## config.mk

```make
export PLATFORM = sky130hd
export DESIGN_NAME = temp_indexed_wiper_control
export DESIGN_NICKNAME = d
export VERILOG_FILES = /design/src/design/wiper_ctrl_pkg.sv /design/src/design/table_memory.sv /design/src/design/temp_indexed_wiper_control.sv
export SDC_FILE = /design/constraint.sdc
export NUM_CORES = 2
export LEC_CHECK = 0
export BUFFER_PORTS_ARGS = -buffer_cell sky130_fd_sc_hd__buf_2
export CORE_ASPECT_RATIO = 1.25
export CORE_MARGIN = 1.5
export CORE_UTILIZATION = 45
export CTS_CLUSTER_DIAMETER = 120
export DETAILED_ROUTE_END_ITERATION = 16
export PLACE_DENSITY = 0.63
export RECOVER_POWER = 25
export SLEW_MARGIN = 15
export SYNTH_ARGS = -nofsm -noshare
export SYNTH_HDL_FRONTEND = slang
export SYNTH_SLANG_ARGS = --single-unit
```

## constraint.sdc

```tcl
create_clock -name sys_clk -period 3.2 [get_ports sys_clk]
set_input_delay 0.64 -clock sys_clk [delete_from_list [all_inputs] [get_ports sys_clk]]
set_output_delay 0.64 -clock sys_clk [all_outputs]
set_load 0.05 [all_outputs]
```

## src/design/wiper_ctrl_pkg.sv

```systemverilog
// Purpose: Shared constants and types for the temperature indexed wiper control block
// Assumes: 125 MHz system clock, byte wide register port
// Notes: Offsets, field positions, reset values and cycle counts live here

package wiper_ctrl_pkg;

  // ****************************************************
  // Register offsets
  // ****************************************************
  localparam logic [7:0] REG_INIT_WIPER = 8'h00;
  localparam logic [7:0] REG_SHADOW_CTRL = 8'h02;
  localparam logic [7:0] REG_MODE_CTRL = 8'h03;
  localparam logic [7:0] REG_TABLE_INDEX = 8'h08;
  localparam logic [7:0] REG_WIPER = 8'h09;
  localparam logic [7:0] REG_TEMP = 8'h0C;
  localparam logic [7:0] REG_VOLT = 8'h0E;
  localparam logic [7:0] REG_TABLE_FIRST = 8'h80;
  localparam logic [7:0] REG_TABLE_LAST = 8'hC7;

  // ****************************************************
  // Field positions
  // ****************************************************
  localparam int SHADOW_INHIBIT_BIT = 7;
  localparam int UPDATE_MODE_BIT = 0;
  localparam int ADDER_MODE_BIT = 1;

  // ****************************************************
  // Values after reset and fixed encodings
  // ****************************************************
  localparam logic [7:0] INIT_WIPER_RESET = 8'h00;
  localparam logic [7:0] WIPER_RESET = 8'h00;
  localparam logic [7:0] TABLE_INDEX_RESET = 8'h00;
  localparam logic [7:0] TABLE_ENTRY_RESET = 8'h00;
  localparam logic [7:0] RESULT_RESET = 8'h00;
  localparam logic [1:0] MODE_CTRL_FACTORY = 2'h3;
  localparam logic [4:0] SLAVE_ADDR_FIXED = 5'h0A;
  localparam int TABLE_DEPTH = 72;
  localparam logic [6:0] LAST_SLOT = 7'h47;
  localparam logic [7:0] WIPER_MAX = 8'h7F;

  // ****************************************************
  // Temperature to slot arithmetic, 9-bit signed degrees
  // ****************************************************
  localparam logic signed [8:0] TEMP_LOW_LIMIT = 9'sh1D8;
  localparam logic signed [8:0] TEMP_HIGH_LIMIT = 9'sh065;
  localparam logic signed [8:0] TEMP_SLOT_OFFSET = 9'sh029;
  localparam logic signed [8:0] HYST_UP_OFFSET = 9'sh026;
  localparam logic signed [8:0] HYST_DOWN_OFFSET = 9'sh02B;

  // ****************************************************
  // Timing
  // ****************************************************
  localparam int CLK_FREQ_MHZ = 125;
  localparam int FRAME_TIME_US = 1000;
  localparam int FRAME_CYCLES_DEFAULT = FRAME_TIME_US * CLK_FREQ_MHZ;

  // Measurement sequencer states
  typedef enum logic [2:0] {
    ST_POWER_UP,
    ST_IDLE,
    ST_INDEX,
    ST_FETCH,
    ST_LOAD
  } seq_state_t;

endpackage : wiper_ctrl_pkg

```

## src/design/table_memory.sv

```systemverilog
// Purpose: Lookup table storage with one write port and one registered read port
// Assumes: Write and read addresses are slot numbers, checked against DEPTH here
// Notes: Contents return to the factory value on reset

`timescale 1ns/1ns

module table_memory #(
  parameter int WIDTH = 8,
  parameter int DEPTH = 72,
  parameter int AW = 7
) (
  input wire logic sys_clk,
  input wire logic rst_n,
  input wire logic writeEn,
  input wire logic [AW-1:0] writeAddr,
  input wire logic [WIDTH-1:0] writeData,
  input wire logic [AW-1:0] readAddr,
  output logic [WIDTH-1:0] readData
);
  import wiper_ctrl_pkg::*;

  typedef struct packed {
    logic [DEPTH-1:0][WIDTH-1:0] cells;
    logic [WIDTH-1:0] readData;
  } mem_state_t;

  mem_state_t state;
  mem_state_t next_state;

  // ****************************************************
  // Next state
  // ****************************************************
  always_comb begin
    next_state = state;
    if (int'(readAddr) < DEPTH) begin
      next_state.readData = state.cells[readAddr];
    end else begin
      next_state.readData = '0;
    end
    if (writeEn && int'(writeAddr) < DEPTH) begin
      next_state.cells[writeAddr] = writeData;
    end
  end

  // ****************************************************
  // State register
  // ****************************************************
  always_ff @(posedge sys_clk) begin
    if (!rst_n) begin
      state.cells <= {DEPTH{TABLE_ENTRY_RESET[WIDTH-1:0]}};
      state.readData <= '0;
    end else begin
      state <= next_state;
    end
  end

  assign readData = state.readData;

endmodule : table_memory

```

## src/design/temp_indexed_wiper_control.sv

```systemverilog
// Purpose: Temperature indexed wiper control with shadowed registers and a byte register port
// Assumes: Serial bit framing happens outside; ADC results arrive on sys_clk
// Notes: Reset stands for power-up; nonvolatile copies start at factory values
//
// Notes on behaviour
// - Temperature result is 8-bit signed two's complement, one degree per count.
// - Temperature result reads at register 0Ch.
// - In update mode 1, every frame period sample temperature and derive the table address.
// - Two-degree windows per slot; at or below D8 gives 80, 65 up gives C7.
// - One degree of hysteresis keeps boundary temperatures from toggling slots.
// - Supply voltage result is 8-bit and reads at register 0Eh.
// - Seven-bit slave address plus direction bit; two select pins give two bits.
// - Slave address is 01010, select high pin, select low pin, direction.
// - Inhibit clear: write to 00h sets wiper and stored initial value.
// - Inhibit set: write to 00h sets wiper only; initial value kept.
// - Read of 00h gives initial value with inhibit clear, wiper with it set.
// - At power-up the wiper loads from the stored initial value.
// - Inhibit bit is bit 7 of 02h, volatile, zero after power-up.
// - Mode writes go to shadow and storage, or shadow only when inhibited.
// - At power-up mode control recalls from its stored copy.
// - Mode bit 1 picks adder mode: table plus initial value, else table direct.
// - Adder mode treats entries as signed; sum clamps to 00h..7Fh.
// - Update mode 0: wiper keeps its last value, results stop refreshing.
// - Update mode 1: temperature picks one of 72 slots which sets the wiper.
// - Update mode 0 disables the converter; result registers are not refreshed.
// - Mode control leaves the factory holding 03h.

`timescale 1ns/1ns

module temp_indexed_wiper_control #(
  parameter int FRAME_CYCLES = wiper_ctrl_pkg::FRAME_CYCLES_DEFAULT
) (
  input wire logic sys_clk,
  input wire logic rst_n,
  input wire logic addressSelectLow,
  input wire logic addressSelectHigh,
  input wire logic addrByteValid,
  input wire logic [7:0] addrByte,
  output logic addrMatch,
  input wire logic regWrite,
  input wire logic regRead,
  input wire logic [7:0] regAddr,
  input wire logic [7:0] regWdata,
  output logic [7:0] regRdata,
  output logic regRvalid,
  input wire logic [7:0] tempSample,
  input wire logic [7:0] voltSample,
  output logic adcEnable,
  output logic [6:0] wiperTap
);
  import wiper_ctrl_pkg::*;

  localparam int CW = $clog2(FRAME_CYCLES + 1);
  localparam logic [CW-1:0] FRAME_LAST = CW'(FRAME_CYCLES - 1);

  typedef struct packed {
    seq_state_t seq;
    logic [CW-1:0] frameCount;
    logic firstFrame;
    logic [7:0] initWiper;
    logic [7:0] wiper;
    logic shadowInhibit;
    logic [1:0] modeShadow;
    logic [1:0] modeStored;
    logic [6:0] slot;
    logic [7:0] tableIndex;
    logic [7:0] tempResult;
    logic [7:0] voltResult;
    logic [1:0] selLowSync;
    logic [1:0] selHighSync;
    logic addrMatch;
    logic readPending;
    logic [7:0] readAddr;
    logic [7:0] regRdata;
    logic regRvalid;
  } ctrl_state_t;

  ctrl_state_t state;
  ctrl_state_t next_state;

  logic tableWrite;
  logic [6:0] tableWriteAddr;
  logic [6:0] tableReadAddr;
  logic [7:0] tableOutputValue;
  logic busTableRead;

  // ****************************************************
  // Lookup table storage
  // ****************************************************
  table_memory #(
    .WIDTH(8),
    .DEPTH(TABLE_DEPTH),
    .AW(7)
  ) u_table (
    .sys_clk(sys_clk),
    .rst_n(rst_n),
    .writeEn(tableWrite),
    .writeAddr(tableWriteAddr),
    .writeData(regWdata),
    .readAddr(tableReadAddr),
    .readData(tableOutputValue)
  );

  // Bus access into the table window, bus reads take the read port first
  always_comb begin
    tableWriteAddr = 7'(regAddr - REG_TABLE_FIRST);
    tableWrite = regWrite && regAddr >= REG_TABLE_FIRST && regAddr <= REG_TABLE_LAST;
    busTableRead = regRead && regAddr >= REG_TABLE_FIRST && regAddr <= REG_TABLE_LAST;
    tableReadAddr = busTableRead ? tableWriteAddr : state.slot;
  end

  // ****************************************************
  // Next state
  // ****************************************************
  always_comb begin
    logic signed [8:0] temp;
    logic signed [8:0] slotBase;
    logic signed [8:0] sum;
    logic [6:0] nominal;
    logic inhibited;
    temp = 9'sh000;
    slotBase = 9'sh000;
    sum = 9'sh000;
    nominal = 7'h00;
    inhibited = state.shadowInhibit;
    next_state = state;
    next_state.regRvalid = 1'b0;
    next_state.readPending = 1'b0;

    // Address pins are asynchronous straps, two flops before use
    next_state.selLowSync = {state.selLowSync[0], addressSelectLow};
    next_state.selHighSync = {state.selHighSync[0], addressSelectHigh};

    // Slave address compare on the address byte
    next_state.addrMatch = addrByteValid &&
      addrByte[7:1] == {SLAVE_ADDR_FIXED, state.selHighSync[1], state.selLowSync[1]};

    // Frame timer runs freely
    if (state.frameCount == FRAME_LAST) begin
      next_state.frameCount = '0;
    end else begin
      next_state.frameCount = state.frameCount + CW'(1);
    end

    // Slot arithmetic on the sampled result
    temp = {state.tempResult[7], state.tempResult};
    if (temp <= TEMP_LOW_LIMIT) begin
      nominal = 7'h00;
    end else if (temp >= TEMP_HIGH_LIMIT) begin
      nominal = LAST_SLOT;
    end else begin
      nominal = 7'((temp + TEMP_SLOT_OFFSET) >>> 1);
    end
    slotBase = $signed({1'b0, state.slot, 1'b0});
    sum = $signed({2'b00, state.initWiper[6:0]}) + $signed({{2{tableOutputValue[6]}}, tableOutputValue[6:0]});

    // ****************************************************
    // Measurement sequencer
    // ****************************************************
    // One pass per frame in update mode 1: capture, index, fetch, load
    case (state.seq)
      ST_POWER_UP: begin
        next_state.modeShadow = state.modeStored;
        next_state.wiper = state.initWiper;
        next_state.seq = ST_IDLE;
      end
      ST_IDLE: begin
        if (state.frameCount == FRAME_LAST && state.modeShadow[UPDATE_MODE_BIT]) begin
          next_state.tempResult = tempSample;
          next_state.voltResult = voltSample;
          next_state.seq = ST_INDEX;
        end
      end
      ST_INDEX: begin
        if (state.firstFrame) begin
          next_state.slot = nominal;
        end else if (nominal > state.slot && temp >= slotBase - HYST_UP_OFFSET) begin
          next_state.slot = nominal;
        end else if (nominal < state.slot && temp <= slotBase - HYST_DOWN_OFFSET) begin
          next_state.slot = nominal;
        end
        next_state.firstFrame = 1'b0;
        next_state.seq = ST_FETCH;
      end
      ST_FETCH: begin
        next_state.tableIndex = REG_TABLE_FIRST + {1'b0, state.slot};
        // A bus table read owns the read port, so wait a cycle for it
        if (!busTableRead) begin
          next_state.seq = ST_LOAD;
        end
      end
      ST_LOAD: begin
        if (!state.modeShadow[UPDATE_MODE_BIT]) begin
          next_state.wiper = state.wiper;
        end else if (state.modeShadow[ADDER_MODE_BIT]) begin
          // Signed entries can push the sum out of the tap range either way
          if (sum < 9'sh000) begin
            next_state.wiper = 8'h00;
          end else if (sum > $signed({1'b0, WIPER_MAX})) begin
            next_state.wiper = WIPER_MAX;
          end else begin
            next_state.wiper = 8'(sum);
          end
        end else begin
          next_state.wiper = {1'b0, tableOutputValue[6:0]};
        end
        next_state.seq = ST_IDLE;
      end
      default: begin
        next_state.seq = ST_IDLE;
      end
    endcase

    // ****************************************************
    // Register port
    // ****************************************************
    // Register writes, a bus write wins over a sequence load
    if (regWrite) begin
      case (regAddr)
        REG_INIT_WIPER: begin
          next_state.wiper = regWdata;
          if (!inhibited) begin
            next_state.initWiper = regWdata;
          end
        end
        REG_SHADOW_CTRL: begin
          next_state.shadowInhibit = regWdata[SHADOW_INHIBIT_BIT];
        end
        REG_MODE_CTRL: begin
          next_state.modeShadow = regWdata[1:0];
          if (!inhibited) begin
            next_state.modeStored = regWdata[1:0];
          end
        end
        default: begin
        end
      endcase
    end

    // Register reads, data two edges after the request
    // The table read port followed the bus address in the request cycle
    if (regRead) begin
      next_state.readPending = 1'b1;
      next_state.readAddr = regAddr;
    end
    if (state.readPending) begin
      next_state.regRvalid = 1'b1;
      if (state.readAddr >= REG_TABLE_FIRST && state.readAddr <= REG_TABLE_LAST) begin
        next_state.regRdata = tableOutputValue;
      end else begin
        case (state.readAddr)
          REG_INIT_WIPER: next_state.regRdata = inhibited ? state.wiper : state.initWiper;
          REG_SHADOW_CTRL: next_state.regRdata = {state.shadowInhibit, 7'h00};
          REG_MODE_CTRL: next_state.regRdata = {6'h00, state.modeShadow};
          REG_TABLE_INDEX: next_state.regRdata = state.tableIndex;
          REG_WIPER: next_state.regRdata = state.wiper;
          REG_TEMP: next_state.regRdata = state.tempResult;
          REG_VOLT: next_state.regRdata = state.voltResult;
          default: next_state.regRdata = 8'h00;
        endcase
      end
    end
  end

  // ****************************************************
  // State register
  // ****************************************************
  always_ff @(posedge sys_clk) begin
    if (!rst_n) begin
      state.seq <= ST_POWER_UP;
      state.frameCount <= '0;
      state.firstFrame <= 1'b1;
      state.initWiper <= INIT_WIPER_RESET;
      state.wiper <= WIPER_RESET;
      state.shadowInhibit <= 1'b0;
      state.modeShadow <= MODE_CTRL_FACTORY;
      state.modeStored <= MODE_CTRL_FACTORY;
      state.slot <= 7'h00;
      state.tableIndex <= TABLE_INDEX_RESET;
      state.tempResult <= RESULT_RESET;
      state.voltResult <= RESULT_RESET;
      state.selLowSync <= 2'h0;
      state.selHighSync <= 2'h0;
      state.addrMatch <= 1'b0;
      state.readPending <= 1'b0;
      state.readAddr <= 8'h00;
      state.regRdata <= 8'h00;
      state.regRvalid <= 1'b0;
    end else begin
      state <= next_state;
    end
  end

  // ****************************************************
  // Outputs
  // ****************************************************
  // Outputs straight from the state register
  assign addrMatch = state.addrMatch;
  assign regRdata = state.regRdata;
  assign regRvalid = state.regRvalid;
  assign adcEnable = state.modeShadow[UPDATE_MODE_BIT];
  assign wiperTap = state.wiper[6:0];

endmodule : temp_indexed_wiper_control

```

==> Word-level counts from Yosys, hierarchy flattened <==
Index checks and enable logic that the tools add are counted.
{ "word_totals": {"reg_bits": 680, "in_bits": 47, "out_inout_bits": 18, "word_cells": 187} }
{ "op_classes": {"add_sub_neg": 7, "magnitude_cmp": 17, "n_eq_ne": 16, "mux": 30, "bitwise_logic": 2, "n_reduce_logical": 23} }
{ "op_table": {"columns": ["operator", "n"], "rows": [
  ["bitwise mux 576 bit", 1],
  ["two-way mux 8 bit", 9],
  ["binary-select mux 8 bit (select 7 bit)", 1],
  ["demux 8 bit (select 7 bit)", 1],
  ["one-hot mux 8 bit (7 select lines)", 1],
  ["two-way mux 7 bit", 6],
  ["equality test 8 x 2 -> 1 bit, second input constant", 4],
  ["equality test 8 x 4 -> 1 bit, second input constant", 4],
  [">= comparator 8 bit, second input constant", 3],
  ["subtractor 8 x 6 -> 9 bit, second input constant", 2],
  ["adder 17 x 1 -> 17 bit, second input constant", 1],
  ["equality test 17 bit, second input constant", 1],
  ["less-or-equal comparator 8 bit, second input constant", 2],
  ["logical NOT 8 bit", 2],
  ["less-than comparator 7 x 8 -> 1 bit, second input constant", 2],
  ["one-hot mux 8 bit (2 select lines)", 1],
  ["less-than comparator 7 bit, second input constant", 2],
  ["two-way mux 13 bit", 1],
  ["logical AND 1 bit", 11],
  ["AND reduction 2 bit", 5],
  ["adder 8 x 7 -> 9 bit", 1],
  [">= comparator 8 x 9 -> 1 bit", 1],
  ["> comparator 9 x 8 -> 1 bit, second input constant", 1],
  ["less-or-equal comparator 8 x 9 -> 1 bit", 1],
  ["24 further kinds", 31]
]} }

==> Logic depth before layout (Yosys ltp) <==
{ "logic_depth": {"word_depth": 9, "mapped_depth": 18} }

==> Cells and area by module <==
Synthesis repeated with hierarchy kept, for this count alone.
{ "hier_totals": {"cells_unflattened": 3623, "area_unflattened_um2": 33636.0} }
{ "modules_own_cells": {"columns": ["mod", "n_inst", "cells_per_inst", "area_each_um2"], "rows": [
  ["table_memory", 1, 2887, 27621.5],
  ["temp_indexed_wiper_control", 1, 736, 6014.5]
]} }

==> Least setup slack after synthesis <==
OpenSTA, ideal clock, no wires.
{ "synth_timing": {"kind": "register to register", "from": "register state[48] (netlist name)", "to": "register state[47] (netlist name)", "setup_ps": 72, "arrival_time_ps": 3205, "t_required_ps": 3128, "setup_slack_ps": -77, "path_stages_with_launch": 15, "n_path_buf": 4, "synth_period_minus_slack_ps": 3277, "path_cell_list": "dfxtp_1 > buf_2 > buf_2 > buf_1 > a21oi_1 > o21ai_0 > xnor2_1 > ha_1 > nand4b_1 > o21ai_0 > a211oi_1 > nor3_1 > o31a_1 > clkbuf_1 > mux2i_1"} }
{ "synth_between": {"elab_chain_cells": 5, "word_cells_on_any_way": 12, "classes_between": "2 x add/sub; 4 x order compare; 2 x mux; 4 x reduce/logical"} }
{ "synth_rtl": {"columns": ["element", "line", "rtl"], "rows": [
  ["start: declaration", "temp_indexed_wiper_control.sv:78", "ctrl_state_t state;"],
  ["start signal: assignment", "temp_indexed_wiper_control.sv:290", "state <= next_state;"],
  ["subtractor 8 x 6 -> 9 bit, on equally long branches", "temp_indexed_wiper_control.sv:177, temp_indexed_wiper_control.sv:179", null],
  [">= comparator 8 x 9 -> 1 bit or less-or-equal comparator 8 x 9 -> 1 bit (tied branches)", "temp_indexed_wiper_control.sv:177, temp_indexed_wiper_control.sv:179", null],
  ["logical AND 1 bit, on equally long branches", "temp_indexed_wiper_control.sv:177, temp_indexed_wiper_control.sv:179", null],
  ["nonzero test 3 bit (no source line) or two-way mux 7 bit (tied branches)", null, null],
  ["AND reduction 2 bit (no source line) or two-way mux 7 bit (tied branches)", null, null]
]} }
Parallel ways exist; a longest one is shown, timed or not.
A chain may end at the register's enable or synchronous reset.

==> Worst setup path in the final report <==
{ "layout_timing": {"from": "register state[31] (netlist name)", "to": "register state[47] (netlist name)"} }
{ "layout_between": {"elab_chain_cells": 7, "word_cells_on_any_way": 16, "classes_between": "1 x add/sub; 6 x order compare; 5 x mux; 4 x reduce/logical"} }
{ "layout_rtl": {"columns": ["element", "line", "rtl"], "rows": [
  ["adder 8 x 7 -> 8 bit or >= comparator 8 bit (tied branches)", "temp_indexed_wiper_control.sv:152, temp_indexed_wiper_control.sv:149", null],
  ["two-way mux 7 bit", "temp_indexed_wiper_control.sv:149", "end else if (temp >= TEMP_HIGH_LIMIT) begin"],
  ["two-way mux 7 bit", "temp_indexed_wiper_control.sv:147", "if (temp <= TEMP_LOW_LIMIT) begin"],
  ["> comparator 7 bit or less-than comparator 7 bit (tied branches)", "temp_indexed_wiper_control.sv:177, temp_indexed_wiper_control.sv:179", null],
  ["logical AND 1 bit, on equally long branches", "temp_indexed_wiper_control.sv:177, temp_indexed_wiper_control.sv:179", null],
  ["nonzero test 3 bit (no source line) or two-way mux 7 bit (tied branches)", null, null],
  ["AND reduction 2 bit (no source line) or two-way mux 7 bit (tied branches)", null, null]
]} }
Parallel ways exist; a longest one is shown, timed or not. The select of a mux whose other input is x is not followed.

==> results by group <==
Global routing
  • Residual overflow from global routing: 0
  • Pin count of the biggest net entering global routing: 160
  • Global-route usage over all layers: 0.282
  • Antenna violations before repair: 4
  • Via count of the first global-routing pass: 30,600
  • Global-route wire length before repair: 180 mm

Timing
  • Slew at the pin closest to its max-slew limit: 2.54 ns
  • Finish-stage setup viols: 0
  • Max-slew headroom: -0.691
  • Pins over their slew limit: 381
  • Post-route worst hold slack: 0.159 ns
  • Fraction of the cycle the final worst path needs: 0.990
  • Final critical-path required period: 3.17 ns
  • F_max: 0.316 GHz
  • Unrepaired setup endpoints after global routing: true
  • Worst clock skew: 0.0232 ns
  • Count of endpoints failing hold in the final timing report: 0

Clock network
  • CTS max path bufs: 3
  • CTS Sinks: 680
  • Number of buffers inserted during clock tree synthesis: 73
  • Clk_lat worst skew: 0.64 ns
  • Master cell of the clock root buffer: sky130_fd_sc_hd__clkbuf_16
  • Hold-fix buffers at CTS: 0
  • H-Tree Depth: 3
  • Clk slew on worst S/H paths: 0.06 ns
  • CTS tree: done

Die
  • Die Area: 80,800 um2
  • Core box area: 78,600 um2
  • Die height: 317 um
  • Top-level I/O count: 65
  • Number of cell rows: 115
  • Starting density of the core: 0.453
  • X dimension of the die: 255 um

Final layout
  • Filler-free cell count of the finished design: 5,416
  • Syn-to-layout area delta: 14.8%
  • Number of nets at the end of the flow: 4,393
  • Fillcell total: 7,549
  • Share of layout cells above drive strength 1: 0.118
  • Final design area excluding fillers: 40,900 um2

Routing
  • Final routed wire length divided by cell count: 21.4 um
  • WL final: 116 mm
  • Violation count after the first detailed-routing iteration: 2,705
  • Number of antenna-violating nets in the routed design: 0
  • Routed vias: 31,700
  • Drc violations: 0
  • Length of the first detailed-routing pass in iterations: 6
  • Vias per std cell: 5.85

Place
  • Cell count after placement: 5,282
  • Half-perimeter wire length after detailed placement: 75.7 mm
  • Cell area reported after detailed placement: 38,400 um2
  • Number of buffers added on ports: 63
  • Final Wtd Congestion: 0.917

Synth
  • Share of synthesized registers carrying an async set or reset: 0
  • Per-instance average area after synthesis: 8.30 um2
  • Most area-hungry cell type in the Yosys netlist: sky130_fd_sc_hd__dfxtp_1
  • Number of synthesized flops with an enable pin: 0
  • Synthesis-stage register bit count: 680
  • Biggest area contributors in the synthesized netlist: sky130_fd_sc_hd__dfxtp_1, sky130_fd_sc_hd__mux2i_1, sky130_fd_sc_hd__nand2_1, sky130_fd_sc_hd__a21boi_0, sky130_fd_sc_hd__nand3_1
  • Area of the mapped netlist: 35,600 um2
  • Number of library cell types mapped by synthesis: 84
  • Synth Net Count: 4,375
  • Synthesized instance count: 4,289
  • Most instantiated flip-flop cell in the synthesis netlist: sky130_fd_sc_hd__dfxtp_1
  • Synth cell count leaders: sky130_fd_sc_hd__nand2_1, sky130_fd_sc_hd__dfxtp_1, sky130_fd_sc_hd__mux2i_1
  • Number of warnings issued by yosys: 0
  • Sequential fraction of the synthesis area: 0.382
  • Count leader, synth: sky130_fd_sc_hd__nand2_1
  • Fraction of post-synthesis cell area in the top cell type by area: 0.382

Worst setup path
  • Required time of the critical path: 3.71 ns
  • Delay of the slowest cell on the worst path: 0.36 ns
  • Critical Path Source Type: flop
  • WP buf/inv: 4
  • Kind of end point of the critical path: flop
  • Slowest cell on the critical path: sky130_fd_sc_hd__dfxtp_4
  • Worst Path Arrival: 3.68 ns
  • Sequence of cells on the critical path: buf_4, ha_1, a21oi_1, inv_1, a21oi_1, xnor2_1, and2_4, ha_1, nand4_1, o211ai_1, buf_4, nor3_4, o31a_1, buf_12, mux2i_2
  • Type of the worst setup path: reg2reg
  • Family with the most delay on the worst path: compound AO/OA/AOI/OAI gates
  • Worst Path Max Fanout: 7

Power
  • IR Drop Worst-Case VDD: 0.315 mV
  • Power per Cell Area: 464 nW/um2
  • Sum of internal, switching and leakage power: 18.9 mW
  • Leakage power of the design: 13.0 nW

Worst hold path
  • Class of the tightest hold or removal check: in2reg

Run
  • Count of maximum capacitance violations: 3

Outcome
  • Failing checks: capacitance limit, slew limit
  • Outcome: finished, violations left
-- placed cells by master, fill, tap and decap left out, types with 17 or more instances in the layout --
cell and count:
sky130_fd_sc_hd__a21oi_1 52, sky130_fd_sc_hd__a32oi_1 29, sky130_fd_sc_hd__clkbuf_16 73, sky130_fd_sc_hd__a311oi_1 19, sky130_fd_sc_hd__a221oi_1 59, sky130_fd_sc_hd__a21boi_0 318
sky130_fd_sc_hd__buf_12 54, sky130_fd_sc_hd__xnor2_1 18, sky130_fd_sc_hd__nor2_2 24, sky130_fd_sc_hd__inv_1 31, sky130_fd_sc_hd__a211oi_1 24, sky130_fd_sc_hd__o22ai_1 67
sky130_fd_sc_hd__nor3_1 17, sky130_fd_sc_hd__nor2_1 69, sky130_fd_sc_hd__o211ai_1 24, sky130_fd_sc_hd__nand3_1 417, sky130_fd_sc_hd__buf_4 209, sky130_fd_sc_hd__and3_1 53
sky130_fd_sc_hd__clkbuf_1 47, sky130_fd_sc_hd__mux2i_1 455, sky130_fd_sc_hd__dfxtp_1 677, sky130_fd_sc_hd__nand2_1 817, sky130_fd_sc_hd__buf_2 37, sky130_fd_sc_hd__a31oi_1 30
sky130_fd_sc_hd__nand4_1 21, sky130_fd_sc_hd__xor2_1 18, sky130_fd_sc_hd__nor2b_1 306, sky130_fd_sc_hd__ha_1 34, sky130_fd_sc_hd__o21ai_0 112
-- through the flow --
step	setup TNS [ns]	utilization	worst slack (ns)
floorplan	0	-	0.0745
detailed placement	-2.29	0.488	-0.359
CTS	0	0.520	0.00295
global placement	-1.69	0.488	-0.302
global route	-0.607	0.520	-0.112
finish	0	0.520	0.0328
-- final timing paths --
check	end	slack, ns	depth (start not counted)	from
max reg2reg	state[47]	0.03	15	state[31]
min reg2reg	state[22]	0.43	1	next_state[22]
max	state[47]	0.03	15	state[31]
min	addrMatch	0.16	2	addrByte[5]
-- flip-flops by register name (all words and copies together), names as in the netlist, 2 cells and up --
signal / cells
next_state: 2
regRdata: 8
state: 76
u_table.readData: 8
u_table.state: 576
wiperTap: 7
-- cells by family (layout without fill, tap and decap cells) --
| logic type | Yosys count | count (layout) | share of synthesized area |
|---|---|---|---|
| mux | 464 | 464 | 0.131 |
| xor+xnor | 36 | 36 | 0.00886 |
| fa+ha+maj | 39 | 39 | 0.0139 |
| simple gates | 1811 | 1811 | 0.243 |
| other cells | 0 | 1 | 0 |
| flops | 680 | 680 | 0.382 |
| compound gates | 826 | 826 | 0.167 |
| buf+inv | 433 | 506 | 0.0538 |
-- power by group --
group | internal, mW | total [mW] | switching, mW
clock network | 5.31 | 9.00 | 3.69
logic | 0.482 | 1.39 | 0.909
registers | 8.50 | 8.55 | 0.0506
-- routing by layer --
layer,up-vias,GRT usage,share of wire
li1,15000,-,-
met1,15400,0.361,0.42
met3,244,0.0354,0.055
met4,6,0.126,0.042
met5,-,0,0.00036
met2,1001,0.472,0.48
-- area by class of cell --
type / count / area, um2 / share of cell area
clock buffers: 99 / 2040 / 0.0500
clock inverters: 31 / 459 / 0.0112
repair buffers: 342 / 3020 / 0.0739
diodes: 1 / 2.50 / 0.0000613
well taps: 1053 / 1320 / 0.0322
inverters: 34 / 128 / 0.00312
multi-input cells: 3176 / 20300 / 0.496
flip-flops and latches: 680 / 13600 / 0.333
-- repair_timing --
item / CTS / global route
endpoints found under the setup margin: 9 / 9
setup buffers: 0 / 3
gates resized for setup: 4 / 23
endpoints found under the hold margin: 0 / 0
gates cloned: 0 / 0
pin swaps: 1 / 9
No activity file was read; power rests on OpenSTA's default activity.
